File: src/rtl/pcrs_pkg.sv
/*
 pcrs_pkg: constants, register indices and the operation codes of the program counter
 and return stack unit.
 Assumes a 10 MHz core clock and 32-bit AXI4-Lite with register index = byte address / 4.
*/
package pcrs_pkg;
	localparam int PC_W = 15;
	localparam int PCH_W = 7;
	localparam int SP_W = 5;
	localparam int DEPTH = 16;
	localparam int IDX_W = 12;

	// register indices, byte address is four times the index
	localparam logic [11:0] IDX_STATUS_SHD = 12'hfe4;
	localparam logic [11:0] IDX_WORK_SHD = 12'hfe5;
	localparam logic [11:0] IDX_BANK_SHD = 12'hfe6;
	localparam logic [11:0] IDX_PCH_SHD = 12'hfe7;
	localparam logic [11:0] IDX_P0L_SHD = 12'hfe8;
	localparam logic [11:0] IDX_P0H_SHD = 12'hfe9;
	localparam logic [11:0] IDX_P1L_SHD = 12'hfea;
	localparam logic [11:0] IDX_P1H_SHD = 12'hfeb;
	localparam logic [11:0] IDX_STACK_PTR = 12'hfed;
	localparam logic [11:0] IDX_TOS_LOW = 12'hfee;
	localparam logic [11:0] IDX_TOS_HIGH = 12'hfef;
	localparam logic [11:0] IDX_PC_LOW = 12'hf00;
	localparam logic [11:0] IDX_PC_LATCH = 12'hf01;
	localparam logic [11:0] IDX_PWR_CTRL = 12'hf02;
	localparam logic [11:0] IDX_CONFIG = 12'hf03;

	localparam int PWR_OVF_BIT = 7;
	localparam int PWR_UNF_BIT = 6;
	localparam int CFG_FAULT_EN_BIT = 0;

	localparam logic [4:0] SP_EMPTY = 5'h1f;
	localparam logic [4:0] SP_ONE = 5'h01;
	localparam logic [14:0] PC_RST = 15'h0000;
	localparam logic [14:0] PC_ONE = 15'h0001;
	localparam logic [6:0] PCH_RST = 7'h00;
	localparam logic [14:0] INT_VECTOR = 15'h0004;

	localparam logic [1:0] RESP_OKAY = 2'b00;
	localparam logic [1:0] RESP_SLVERR = 2'b10;

	typedef enum logic [3:0] {
		OP_HOLD = 4'h0,
		OP_STEP = 4'h1,
		OP_WR_PCL = 4'h2,
		OP_CALL = 4'h3,
		OP_CALL_VIA_ACCUMULATOR = 4'h4,
		OP_BRW = 4'h5,
		OP_BRA = 4'h6,
		OP_RETURN = 4'h7,
		OP_RETURN_WITH_LITERAL = 4'h8,
		OP_RETURN_FROM_INTERRUPT = 4'h9,
		OP_INT = 4'ha
	} pcrs_op_t;
endpackage

File: src/rtl/pcrs_stack.sv
/*
 pcrs_stack: the sixteen-entry return address store, one write port with separate
 low and high halves and one asynchronous read port.
 Assumes the caller resolves write priority; entries hold no reset value.
*/
module pcrs_stack #(
	parameter int DEPTH = pcrs_pkg::DEPTH,
	parameter int W = pcrs_pkg::PC_W
) (
	input wire logic clk,
	input wire logic we_lo,
	input wire logic we_hi,
	input wire logic [3:0] widx,
	input wire logic [W-1:0] wdata,
	input wire logic [3:0] ridx,
	output logic [W-1:0] rdata
);
	logic [W-1:0] mem [DEPTH];

	always_ff @(posedge clk) begin
		if (we_lo) begin
			mem[widx][7:0] <= wdata[7:0];
		end
		if (we_hi) begin
			mem[widx][W-1:8] <= wdata[W-1:8];
		end
	end

	assign rdata = mem[ridx];
endmodule // pcrs_stack

File: src/rtl/pcrs_core.sv
/*
 pcrs_core: program counter sequencing, hardware return stack, stack pointer,
 fault flags and context shadows, with an AXI4-Lite register slave.
 Assumes the instruction decoder presents one operation per clock on core_op while
 core_op_valid is high, and that rstn is the power-on reset.
*/
// The AXI4-Lite slave port was chosen for this implementation.
// Notes on behaviour
// - fifteen-bit counter, low byte register, high from latch
// - every reset clears the whole counter
// - low byte write also loads latch bits
// - call takes operand and latch bits six-three
// - accumulator call takes accumulator and latch
// - accumulator branch adds unsigned accumulator plus one
// - operand branch adds sign-extended operand bits eight-zero plus one
// - sixteen fifteen-bit entries outside address spaces
// - calls and interrupts push, returns pop
// - latch untouched by push or pop, except the interrupt return pop, which restores it from the shadow
// - fault reset off means circular stack
// - overflow and underflow flags always set
// - pointer selects entry seen through top registers
// - pointer is five bits wide
// - push increments then writes, pop reads then decrements
// - empty pointer is all ones, first push zero
// - context shadows kept through non-power resets
// - fault reset on overflow or underflow when enabled
module pcrs_core #(
	parameter int ADDR_W = 14,
	parameter logic [14:0] VECTOR = pcrs_pkg::INT_VECTOR
) (
	input wire logic clk,
	input wire logic rstn,
	input wire logic [ADDR_W-1:0] s_axi_awaddr,
	input wire logic s_axi_awvalid,
	output logic s_axi_awready,
	input wire logic [31:0] s_axi_wdata,
	input wire logic [3:0] s_axi_wstrb,
	input wire logic s_axi_wvalid,
	output logic s_axi_wready,
	output logic [1:0] s_axi_bresp,
	output logic s_axi_bvalid,
	input wire logic s_axi_bready,
	input wire logic [ADDR_W-1:0] s_axi_araddr,
	input wire logic s_axi_arvalid,
	output logic s_axi_arready,
	output logic [31:0] s_axi_rdata,
	output logic [1:0] s_axi_rresp,
	output logic s_axi_rvalid,
	input wire logic s_axi_rready,
	input wire logic core_op_valid,
	input wire pcrs_pkg::pcrs_op_t core_op,
	input wire logic [7:0] core_acc,
	input wire logic [10:0] core_operand,
	input wire logic [7:0] core_pcl_data,
	input wire logic [2:0] ctx_status,
	input wire logic [4:0] ctx_bank,
	input wire logic [15:0] ctx_ptr0,
	input wire logic [15:0] ctx_ptr1,
	output logic [14:0] pc_out,
	output logic [6:0] pc_high_latch_out,
	output logic ctx_restore,
	output logic [2:0] shd_status,
	output logic [7:0] shd_acc,
	output logic [4:0] shd_bank,
	output logic [15:0] shd_ptr0,
	output logic [15:0] shd_ptr1,
	output logic stack_fault_reset,
	output logic stack_overflow_flag,
	output logic stack_underflow_flag
);
	localparam int IW = pcrs_pkg::IDX_W;

	logic [14:0] pc_r;
	logic [6:0] pc_high_latch_r;
	logic [4:0] stack_pointer_r;
	logic ovf_r;
	logic unf_r;
	logic fault_en_r;
	logic fault_r;
	logic restore_r;
	logic [2:0] shd_status_r;
	logic [7:0] shd_acc_r;
	logic [4:0] shd_bank_r;
	logic [6:0] shd_pch_r;
	logic [15:0] shd_ptr0_r;
	logic [15:0] shd_ptr1_r;

	logic aw_hold_r;
	logic w_hold_r;
	logic [IW-1:0] wr_idx_r;
	logic [7:0] wr_data_r;
	logic wr_lane_r;
	logic bvalid_r;
	logic [1:0] bresp_r;
	logic rvalid_r;
	logic [1:0] rresp_r;
	logic [31:0] rdata_r;

	logic [14:0] tos_rdata;
	logic [14:0] stk_wdata;
	logic [3:0] stk_widx;
	logic stk_we_lo;
	logic stk_we_hi;

	function automatic logic is_mapped(input logic [IW-1:0] idx);
		is_mapped = (idx >= pcrs_pkg::IDX_STATUS_SHD && idx <= pcrs_pkg::IDX_P1H_SHD) ||
			(idx >= pcrs_pkg::IDX_STACK_PTR && idx <= pcrs_pkg::IDX_TOS_HIGH) ||
			(idx >= pcrs_pkg::IDX_PC_LOW && idx <= pcrs_pkg::IDX_CONFIG);
	endfunction

	function automatic logic [14:0] pc_inc(input logic [14:0] pc);
		pc_inc = pc + pcrs_pkg::PC_ONE;
	endfunction

	// core operation decode
	logic op_call, op_call_via_accumulator, op_int, op_return_from_interrupt, push, pop;
	assign op_call = core_op_valid && core_op == pcrs_pkg::OP_CALL;
	assign op_call_via_accumulator = core_op_valid && core_op == pcrs_pkg::OP_CALL_VIA_ACCUMULATOR;
	assign op_int = core_op_valid && core_op == pcrs_pkg::OP_INT;
	assign op_return_from_interrupt = core_op_valid && core_op == pcrs_pkg::OP_RETURN_FROM_INTERRUPT;
	assign push = op_call || op_call_via_accumulator || op_int;
	assign pop = core_op_valid && (core_op == pcrs_pkg::OP_RETURN ||
		core_op == pcrs_pkg::OP_RETURN_WITH_LITERAL || op_return_from_interrupt);

	logic [4:0] sp_up;
	logic ovf_evt, unf_evt, fault_evt;
	assign sp_up = stack_pointer_r + pcrs_pkg::SP_ONE;
	assign ovf_evt = push && sp_up[4];
	assign unf_evt = pop && stack_pointer_r == pcrs_pkg::SP_EMPTY;
	assign fault_evt = fault_en_r && (ovf_evt || unf_evt);

	// bus write decode
	logic wr_fire;
	logic [7:0] wd;
	assign wr_fire = aw_hold_r && w_hold_r && wr_lane_r && !bvalid_r;
	assign wd = wr_data_r;

	function automatic logic bus_wr(input logic fire, input logic [IW-1:0] idx,
		input logic [11:0] target);
		bus_wr = fire && idx == target;
	endfunction

	logic wr_pcl, wr_pch, wr_sp, wr_top_of_stack_low, wr_top_of_stack_high, wr_pwr, wr_cfg;
	assign wr_pcl = bus_wr(wr_fire, wr_idx_r, pcrs_pkg::IDX_PC_LOW);
	assign wr_pch = bus_wr(wr_fire, wr_idx_r, pcrs_pkg::IDX_PC_LATCH);
	assign wr_sp = bus_wr(wr_fire, wr_idx_r, pcrs_pkg::IDX_STACK_PTR);
	assign wr_top_of_stack_low = bus_wr(wr_fire, wr_idx_r, pcrs_pkg::IDX_TOS_LOW);
	assign wr_top_of_stack_high = bus_wr(wr_fire, wr_idx_r, pcrs_pkg::IDX_TOS_HIGH);
	assign wr_pwr = bus_wr(wr_fire, wr_idx_r, pcrs_pkg::IDX_PWR_CTRL);
	assign wr_cfg = bus_wr(wr_fire, wr_idx_r, pcrs_pkg::IDX_CONFIG);

	// return stack; a push beats a software access to the top entry
	always_comb begin
		if (push) begin
			stk_widx = sp_up[3:0];
			stk_wdata = op_int ? pc_r : pc_inc(pc_r);
			stk_we_lo = 1'b1;
			stk_we_hi = 1'b1;
		end else begin
			stk_widx = stack_pointer_r[3:0];
			stk_wdata = {wd[6:0], wd};
			stk_we_lo = wr_top_of_stack_low && !pop;
			stk_we_hi = wr_top_of_stack_high && !pop;
		end
	end

	pcrs_stack #(
		.DEPTH(pcrs_pkg::DEPTH),
		.W(pcrs_pkg::PC_W)
	) u_stack (
		.clk(clk),
		.we_lo(stk_we_lo),
		.we_hi(stk_we_hi),
		.widx(stk_widx),
		.wdata(stk_wdata),
		.ridx(stack_pointer_r[3:0]),
		.rdata(tos_rdata)
	);

	// program counter
	always_ff @(posedge clk or negedge rstn) begin
		if (!rstn) begin
			pc_r <= pcrs_pkg::PC_RST;
		end else if (fault_evt) begin
			pc_r <= pcrs_pkg::PC_RST;
		end else if (core_op_valid) begin
			unique case (core_op)
				pcrs_pkg::OP_HOLD: pc_r <= pc_r;
				pcrs_pkg::OP_STEP: pc_r <= pc_inc(pc_r);
				pcrs_pkg::OP_WR_PCL: pc_r <= {pc_high_latch_r, core_pcl_data};
				pcrs_pkg::OP_CALL: pc_r <= {pc_high_latch_r[6:3], core_operand};
				pcrs_pkg::OP_CALL_VIA_ACCUMULATOR: pc_r <= {pc_high_latch_r, core_acc};
				pcrs_pkg::OP_BRW: pc_r <= pc_inc(pc_r) + {7'h00, core_acc};
				pcrs_pkg::OP_BRA: pc_r <= pc_inc(pc_r) +
					{{6{core_operand[8]}}, core_operand[8:0]};
				pcrs_pkg::OP_RETURN,
				pcrs_pkg::OP_RETURN_WITH_LITERAL,
				pcrs_pkg::OP_RETURN_FROM_INTERRUPT: pc_r <= tos_rdata;
				pcrs_pkg::OP_INT: pc_r <= VECTOR;
				default: pc_r <= pc_r;
			endcase
		end else if (wr_pcl) begin
			pc_r <= {pc_high_latch_r, wd};
		end
	end

	// high latch; only software and the interrupt return restore touch it
	always_ff @(posedge clk or negedge rstn) begin
		if (!rstn) begin
			pc_high_latch_r <= pcrs_pkg::PCH_RST;
		end else if (op_return_from_interrupt) begin
			pc_high_latch_r <= shd_pch_r;
		end else if (wr_pch) begin
			pc_high_latch_r <= wd[6:0];
		end
	end

	// stack pointer
	always_ff @(posedge clk or negedge rstn) begin
		if (!rstn) begin
			stack_pointer_r <= pcrs_pkg::SP_EMPTY;
		end else if (fault_evt) begin
			stack_pointer_r <= pcrs_pkg::SP_EMPTY;
		end else if (push) begin
			stack_pointer_r <= sp_up;
		end else if (pop) begin
			stack_pointer_r <= stack_pointer_r - pcrs_pkg::SP_ONE;
		end else if (wr_sp) begin
			stack_pointer_r <= wd[4:0];
		end
	end

	// fault flags: hardware set wins over a software write
	always_ff @(posedge clk or negedge rstn) begin
		if (!rstn) begin
			ovf_r <= 1'b0;
			unf_r <= 1'b0;
		end else begin
			ovf_r <= ovf_evt || (wr_pwr ? wd[pcrs_pkg::PWR_OVF_BIT] : ovf_r);
			unf_r <= unf_evt || (wr_pwr ? wd[pcrs_pkg::PWR_UNF_BIT] : unf_r);
		end
	end

	always_ff @(posedge clk or negedge rstn) begin
		if (!rstn) begin
			fault_en_r <= 1'b0;
		end else if (wr_cfg) begin
			fault_en_r <= wd[pcrs_pkg::CFG_FAULT_EN_BIT];
		end
	end

	always_ff @(posedge clk or negedge rstn) begin
		if (!rstn) begin
			fault_r <= 1'b0;
			restore_r <= 1'b0;
		end else begin
			fault_r <= fault_evt;
			restore_r <= op_return_from_interrupt && !fault_evt;
		end
	end

	// context shadows: no reset, so they survive every reset but power-on
	always_ff @(posedge clk) begin
		if (op_int) begin
			shd_status_r <= ctx_status;
			shd_acc_r <= core_acc;
			shd_bank_r <= ctx_bank;
			shd_pch_r <= pc_high_latch_r;
			shd_ptr0_r <= ctx_ptr0;
			shd_ptr1_r <= ctx_ptr1;
		end else if (wr_fire) begin
			unique case (wr_idx_r)
				pcrs_pkg::IDX_STATUS_SHD: shd_status_r <= wd[2:0];
				pcrs_pkg::IDX_WORK_SHD: shd_acc_r <= wd;
				pcrs_pkg::IDX_BANK_SHD: shd_bank_r <= wd[4:0];
				pcrs_pkg::IDX_PCH_SHD: shd_pch_r <= wd[6:0];
				pcrs_pkg::IDX_P0L_SHD: shd_ptr0_r[7:0] <= wd;
				pcrs_pkg::IDX_P0H_SHD: shd_ptr0_r[15:8] <= wd;
				pcrs_pkg::IDX_P1L_SHD: shd_ptr1_r[7:0] <= wd;
				pcrs_pkg::IDX_P1H_SHD: shd_ptr1_r[15:8] <= wd;
				default: ;
			endcase
		end
	end

	// AXI4-Lite write channel: address and data captured in either order
	assign s_axi_awready = !aw_hold_r && !bvalid_r;
	assign s_axi_wready = !w_hold_r && !bvalid_r;

	always_ff @(posedge clk or negedge rstn) begin
		if (!rstn) begin
			aw_hold_r <= 1'b0;
			w_hold_r <= 1'b0;
			wr_idx_r <= '0;
			wr_data_r <= 8'h00;
			wr_lane_r <= 1'b0;
			bvalid_r <= 1'b0;
			bresp_r <= pcrs_pkg::RESP_OKAY;
		end else begin
			if (s_axi_awvalid && s_axi_awready) begin
				aw_hold_r <= 1'b1;
				wr_idx_r <= s_axi_awaddr[ADDR_W-1:2];
			end
			if (s_axi_wvalid && s_axi_wready) begin
				w_hold_r <= 1'b1;
				wr_data_r <= s_axi_wdata[7:0];
				wr_lane_r <= s_axi_wstrb[0];
			end
			if (aw_hold_r && w_hold_r && !bvalid_r) begin
				aw_hold_r <= 1'b0;
				w_hold_r <= 1'b0;
				bvalid_r <= 1'b1;
				bresp_r <= is_mapped(wr_idx_r) ? pcrs_pkg::RESP_OKAY : pcrs_pkg::RESP_SLVERR;
			end else if (bvalid_r && s_axi_bready) begin
				bvalid_r <= 1'b0;
			end
		end
	end

	// AXI4-Lite read channel
	logic [IW-1:0] rd_idx;
	logic [7:0] rd_val;
	assign rd_idx = s_axi_araddr[ADDR_W-1:2];
	assign s_axi_arready = !rvalid_r;

	always_comb begin
		rd_val = 8'h00;
		unique case (rd_idx)
			pcrs_pkg::IDX_STATUS_SHD: rd_val = {5'h00, shd_status_r};
			pcrs_pkg::IDX_WORK_SHD: rd_val = shd_acc_r;
			pcrs_pkg::IDX_BANK_SHD: rd_val = {3'h0, shd_bank_r};
			pcrs_pkg::IDX_PCH_SHD: rd_val = {1'b0, shd_pch_r};
			pcrs_pkg::IDX_P0L_SHD: rd_val = shd_ptr0_r[7:0];
			pcrs_pkg::IDX_P0H_SHD: rd_val = shd_ptr0_r[15:8];
			pcrs_pkg::IDX_P1L_SHD: rd_val = shd_ptr1_r[7:0];
			pcrs_pkg::IDX_P1H_SHD: rd_val = shd_ptr1_r[15:8];
			pcrs_pkg::IDX_STACK_PTR: rd_val = {3'h0, stack_pointer_r};
			pcrs_pkg::IDX_TOS_LOW: rd_val = tos_rdata[7:0];
			pcrs_pkg::IDX_TOS_HIGH: rd_val = {1'b0, tos_rdata[14:8]};
			pcrs_pkg::IDX_PC_LOW: rd_val = pc_r[7:0];
			pcrs_pkg::IDX_PC_LATCH: rd_val = {1'b0, pc_high_latch_r};
			pcrs_pkg::IDX_PWR_CTRL: rd_val = {ovf_r, unf_r, 6'h00};
			pcrs_pkg::IDX_CONFIG: rd_val = {7'h00, fault_en_r};
			default: rd_val = 8'h00;
		endcase
	end

	always_ff @(posedge clk or negedge rstn) begin
		if (!rstn) begin
			rvalid_r <= 1'b0;
			rresp_r <= pcrs_pkg::RESP_OKAY;
			rdata_r <= 32'h0000_0000;
		end else if (s_axi_arvalid && s_axi_arready) begin
			rvalid_r <= 1'b1;
			rresp_r <= is_mapped(rd_idx) ? pcrs_pkg::RESP_OKAY : pcrs_pkg::RESP_SLVERR;
			rdata_r <= {24'h000000, rd_val};
		end else if (rvalid_r && s_axi_rready) begin
			rvalid_r <= 1'b0;
		end
	end

	assign s_axi_bvalid = bvalid_r;
	assign s_axi_bresp = bresp_r;
	assign s_axi_rvalid = rvalid_r;
	assign s_axi_rresp = rresp_r;
	assign s_axi_rdata = rdata_r;

	assign pc_out = pc_r;
	assign pc_high_latch_out = pc_high_latch_r;
	assign ctx_restore = restore_r;
	assign shd_status = shd_status_r;
	assign shd_acc = shd_acc_r;
	assign shd_bank = shd_bank_r;
	assign shd_ptr0 = shd_ptr0_r;
	assign shd_ptr1 = shd_ptr1_r;
	assign stack_fault_reset = fault_r;
	assign stack_overflow_flag = ovf_r;
	assign stack_underflow_flag = unf_r;
endmodule // pcrs_core

File: config.mk
export PLATFORM = sky130hd
export DESIGN_NAME = pcrs_core
export DESIGN_NICKNAME = d
export VERILOG_FILES = /design/src/rtl/pcrs_pkg.sv /design/src/rtl/pcrs_stack.sv /design/src/rtl/pcrs_core.sv
export SDC_FILE = /design/constraint.sdc
export NUM_CORES = 1
export LEC_CHECK = 0
export BUFFER_PORTS_ARGS = -buffer_cell sky130_fd_sc_hd__buf_2
export CAP_MARGIN = 20
export CORE_ASPECT_RATIO = 0.8
export CORE_MARGIN = 5
export CORE_UTILIZATION = 35
export DETAILED_ROUTE_END_ITERATION = 8
export HOLD_SLACK_MARGIN = 0.15
export SETUP_SLACK_MARGIN = 0.4
export SLEW_MARGIN = 20
export SYNTH_ARGS = -nofsm -noshare
export SYNTH_HDL_FRONTEND = slang
export SYNTH_SLANG_ARGS = --single-unit
File: constraint.sdc
create_clock -name clk -period 4.7 [get_ports clk]
set_clock_uncertainty 0.2 [all_clocks]
set_input_delay 0.94 -clock clk [delete_from_list [all_inputs] [get_ports clk]]
set_output_delay 0.94 -clock clk [all_outputs]
set_load 0.005 [all_outputs]
# After elaboration in Yosys (flattened, before gate mapping)
# Memories as Yosys holds them, arrays and structs flattened.
# Cells that the tools add are included.
# totals
regBits	124
memories	1
mem_bits_rw	240
word_cells	216
# op_classes
reduce_logical	78
n_eq_ne	42
order_cmp	12
n_mux	52
add_sub_neg	5
# memory_table
memory	depth	width	rd	rd_clocked_by_memory_dff	wr	line_no	rtl
u_stack.mem	16	15	1	0	1	pcrs_stack.sv:18	logic [W-1:0] mem [DEPTH];
# ops
operator	count
$eq 12x12->1 const B	30
$pmux 15 s8	1
$pmux 8 s15	1
$mux 15	5
$ge 12x12->1 const B	6
$le 12x12->1 const B	6
$mux 16	4
$mux 8	7
$logic_and 1x1->1	35
$mux 5	7
$mux 7	5
$reduce_bool 2->1	14
$reduce_and 2->1	9
$eq 4x3->1 const B	4
$mux 1	16
$add 15x1->15 const B	1
$add 15x15->15	1
$add 15x8->15	1
$eq 4x4->1 const B	3
$logic_or 1x1->1	11
$ne 10x1->1 const B	1
$mux 3	3
$eq 4x2->1 const B	2
$logic_not 1->1	6
9 further kinds	10

# Logic depth before layout (Yosys ltp)
# depth
word_depth	9
mapped_depth	13
ltp_nobuf	12

# Cells and area by module
# Synthesis repeated with hierarchy kept, for this count alone.
# hier_totals
hier_cells	1367
area_unflattened_um2	18011.0
# by_module_without_submodules
mod	seq_area_each_um2	cells_each	area_each_um2	instances
pcrs_stack	7206.9	418	9238.9	1
pcrs_core	3334.4	949	8772.2	1

# Worst setup path after synthesis
# No wires, ideal clock.
# synth_path
kind	input port to flip-flop
startpoint	input core_op[0]
endpoint	register pc_r[12] (netlist: pc_out[12])
slack_ns	0.612
required_time_ns	4.376
arrival_ns	3.764
path_stages	13
path_cell_list	nor4bb_1 > buf_4 > mux2_2 > ha_1 > fa_1 > a21oi_1 > o21ai_0 > or4b_1 > a311oi_2 > a211oi_2 > mux2i_1 > xnor2_1 > o21ai_1
# synth_via
elab_chain_len	9
word_cells_on_any_way	30
cone_classes	eq/ne: 11; mux: 3; reduce/logical: 16
# synth_rtl
element	line_no	rtl
start, declared	pcrs_core.sv:51	input wire pcrs_pkg::pcrs_op_t core_op,
$eq 4x2->1, or another cell as far along	pcrs_core.sv:117, pcrs_core.sv:187	
$logic_and 1x1->1, or another cell as far along	pcrs_core.sv:117	assign op_call = core_op_valid && core_op == pcrs_pkg::OP_CALL;
$logic_or 1x1->1 (on tied branches)	pcrs_core.sv:121, pcrs_core.sv:123	
$logic_or 1x1->1 or $logic_and 1x1->1 (tied branches)	pcrs_core.sv:121, pcrs_core.sv:122	
$logic_and 1x1->1 (on tied branches)	pcrs_core.sv:128, pcrs_core.sv:129	
$logic_or 1x1->1	pcrs_core.sv:130	assign fault_evt = fault_en_r && (ovf_evt || unf_evt);
$logic_and 1x1->1	pcrs_core.sv:130	
$ne 10x1->1 (no source line) or $reduce_bool 3->1 (tied branches)	-	
$reduce_and 2->1 (no source line)	-	
end signal, assigned	pcrs_core.sv:183	pc_r <= pcrs_pkg::PC_RST;
end signal, assigned	pcrs_core.sv:185	pc_r <= pcrs_pkg::PC_RST;
end signal, assigned	pcrs_core.sv:188	pcrs_pkg::OP_HOLD: pc_r <= pc_r;
end, declared	pcrs_core.sv:73	logic [14:0] pc_r;
# Several ways; a longest one is shown, not always the timed one.
# A chain may end at the register's enable or synchronous reset.

# Final worst setup path
# layout_path
startpoint	input core_op[0]
endpoint	register pc_r[14] (netlist: pc_out[14])
# Same word-level chain as after synthesis.

==> summary.md <==
| Metric | Value |
|---|---|
| Power Dens Cells | 531 nW/um^2 |
| CTS tree | done |
| Req. time, crit path | 4.93 ns |
| Initial Util | 0.351 |
| Slew HR | 0.247 |
| Net Switching | 3890 uW |
| Most frequent CP cell | buf_4 |
| Internal power | 7190 uW |
| Worst slew pin tran | 1.12 ns |
| Synth top area share | 0.497 |
| Slowest CP cell | or4b_1 |
| Initial drt markers | 1489 |
| Fin. Hold Viols | 0 |
| Crit path cell chain | buf_2 -> nor4bb_1 -> buf_4 -> mux2_2 -> ha_1 -> nand2_1 -> o21ai_0 -> or4b_1 -> a311oi_2 -> a211oi_2 -> buf_4 -> o31ai_4 -> xnor2_1 -> o21ai_2 |
| Yosys warnings | 0 |
| Clock power frac | 0.246 |
| Reg power frac | 0.420 |
| Worst hold path type | input pin to asynchronous set/reset pin |
| FF+latch count, synth | 362 |
| Yosys top cell by area | edfxtp_1 |
| RSZ-0062 raised after global routing | no |
| Antenna Nets Post-Route | 0 |
| Post-DP HPWL | 38600 um |
| Seq/Total Area, Yosys | 0.591 |
| First-pass GRT wire length | 78200 um |
| Critical path's top delay family | compound AO/OA/AOI/OAI gates |
| Area growth syn-to-layout | 17.1% |
| Fillers | 4745 |
| Total of max-cap violations | 0 |
| Layout Nets | 1671 |
| Sink Count | 362 |
| Initial antenna violation count | 1 |
| Core area | 50700 sq um |
| Chip Width | 262 um |
| Seq. cell area | 10500 sq um |
| Status | completed |
| Final TNS setup | 0 ns |
| H-tree Lvls | 2 |
| Cts repair resizes | 0 |
| Total track usage | 0.182 |
| CP Class | input pin to flop |
| CP peak stage delay | 0.53 ns |
| Synth Flop Type | edfxtp_1 |
| Routed wire length | 52500 um |
| Area contributors post-synth | edfxtp_1 50%, mux4_2 10%, dfrtp_1 8.7% |
| Comb pwr share | 0.334 |
| Synth Area per Inst | 13.8 sq um |
| Met2 routed WL | 22900 um |
| Ratio of cells with drive above 1 in the final layout | 0.298 |
| Die ar. | 55600 sq um |
| Post-Synthesis Cells | 1295 |
| Library cells used by synthesis | 84 |
| Vias per cell | 5.56 |
| DR top layer | met4 |
| Pre-CTS setup slack | 0.145 ns |
| Vias in the first global route | 12000 |
| M1 wire length | 23700 um |
| Dpl cell area | 19800 sq um |
| CTS Buffer Depth | 3 |
| Post-route non-filler standard cell count | 2221 |
| Clock Tree Root | clkbuf_16 |
| Setup violations, final | 0 |
| Die Ht | 212 um |
| Synthesized cell area | 17800 sq um |
| Setup crit start kind | input pin |
| Final Util | 0.411 |
| Row count | 74 |
| Tcrit/Tclk final | 0.866 |
| Sw Ratio | 0.351 |
| LEAKAGE | 0.00788 uW |
| Multi-input gate area | 6770 sq um |
| EDFF count, synth | 295 |
| CTS buffer count | 36 |
| Setup ws final | 0.630 ns |
| Fmax | 0.246 GHz |
| Count of input and output buffers | 200 |
| Final Critical Period | 4.07 ns |
| Buf/Inv on CP | 3 |
| Largest net degree at the start of global routing | 56 |
| CP arrival | 4.30 ns |
| Num ports | 258 |
| Clock Latency Late Sink | 0.54 ns |
| Worst-path clk slew | 0.07 ns |
| Met3 WL | 4390 um |
| Crit end category | flop |
| Crit Path Max Fanout | 9 |
| Fin. max-slew vios | 0 |
| Aggregate global routing overflow | 0 |
| Max VDD drop | 0.000258 V |
| Placed insts | 2158 |
| DR pass1 iterations | 5 |
| GP Congestion | 0.939 |
| Asr flop ratio synth | 0.185 |
| Final instance area | 20900 sq um |
| Routed WL per cell | 23.6 um |
| Vias after detailed routing | 12400 |
| # DRC | 0 |
[worst paths after layout]
path / slack (ns) / cells after the start / end / from
hold reg to reg: 0.28 / 2 / s_axi_rresp[1]$_DFFE_PN0P_ / s_axi_rresp[1]$_DFFE_PN0P_
min in group clk: 0.28 / 2 / s_axi_rresp[1]$_DFFE_PN0P_ / s_axi_rresp[1]$_DFFE_PN0P_
setup / recovery: 0.63 / 14 / pc_out[14]$_DFFE_PN0P_ / core_op[0]
max in group asynchronous: 2.99 / 2 / stack_pointer_r[3]$_DFFE_PN1P_ / rstn
setup reg to reg: 0.76 / 13 / pc_out[14]$_DFFE_PN0P_ / pc_out[1]$_DFFE_PN0P_
hold / removal: 0.28 / 1 / aw_hold_r$_DFFE_PN0P_ / rstn
[cells by family after synthesis]
kind of cell,after synthesis,share of synthesized area
AO/OA/AOI/OAI,297,0.114
XOR/XNOR,34,0.0191
adder cells (fa/ha/maj),16,0.0116
buffers and inverters,135,0.0356
flip-flops,362,0.591
multiplexers,153,0.146
other,1,0.000210
AND/OR/NAND/NOR,297,0.0824
[cell type report]
type | count | area share
inverter | 25 | 0.00450
clock buffer | 43 | 0.0449
tap | 684 | 0.0410
multi-input combinational | 823 | 0.324
sequential | 362 | 0.505
timing repair buffer | 264 | 0.0728
antenna | 1 | 0.000120
clock inverter | 19 | 0.00713
[state kept, by name, indices dropped and copies added (netlist names), 3 cells and up]
name	count
u_stack.mem	240
shd_ptr0	16
shd_acc	8
pc_high_latch_out	7
wr_idx_r	12
stack_pointer_r	5
shd_ptr1	16
wd	8
s_axi_rdata	8
pc_out	15
shd_bank	5
shd_status	3
shd_pch_r	7
[per-layer routing]
| layer | up-vias | global-route usage |
|---|---|---|
| li1 | 5438 | - |
| met1 | 6271 | 0.273 |
| met2 | 555 | 0.267 |
| met3 | 91 | 0.0423 |
| met4 | 0 | 0.0514 |
| met5 | - | 0 |
[Yosys cell counts (5+ instances only)]
library cell	n
o21a_1	7
nand2b_1	7
xor2_1	10
nand4_1	7
nand2_1	89
o221ai_1	10
dfstp_2	5
clkbuf_1	57
and3_1	11
or2_2	5
a221o_1	7
mux4_2	82
o211ai_1	7
a31oi_1	13
a21o_1	60
mux2_2	37
xnor2_1	21
or3_1	6
a22oi_1	7
nand3b_1	7
a22o_1	10
dfrtp_1	62
inv_1	23
a21oi_1	44
buf_1	11
nand3_1	23
mux2i_1	34
nor2_1	79
ha_1	15
buf_4	28
o21ai_0	74
nor2b_1	7
nor3_1	17
and2_1	6
nor4_1	5
edfxtp_1	295
buf_2	12
a221oi_1	16
[metrics by stage]
stage	hold slack (ns)	total power [uW]
6_report	0.284	11100
3_5_place_dp	0.272	8390
4_1_cts	0.288	11100
3_3_place_gp	0.270	8310
2_1_floorplan	0.273	6860
5_1_grt	0.315	11600
[cell usage in the layout, fill, tap and decap left out, types with 17 or more instances in the layout]
master and instances:
nand3_1 23, mux2_2 37, buf_2 200, a21o_1 60, xnor2_1 20, edfxtp_1 295
buf_4 61, inv_1 23, o21ai_0 71, mux4_2 82, dfrtp_1 62, mux2i_1 34
conb_1 26, nand2_1 89, nor3_1 17, clkbuf_16 36, a21oi_1 43, nor2_1 78
[power groups by stage]
stage	Sequential, uW	Clock [uW]	Combinational (uW)
final	4660	2720	3710
after global routing	4680	2930	4000
after CTS	4640	2790	3700
after detailed placement	4710	0	3680
after global placement	4700	0	3610
after floorplan	4370	0	2490
[timing repair]
item,4_1_cts,5_1_grt
hold buffers,0,0
setup buffers,0,0
setup endpoints to repair,0,1
Power figures use the tool's default switching activity.
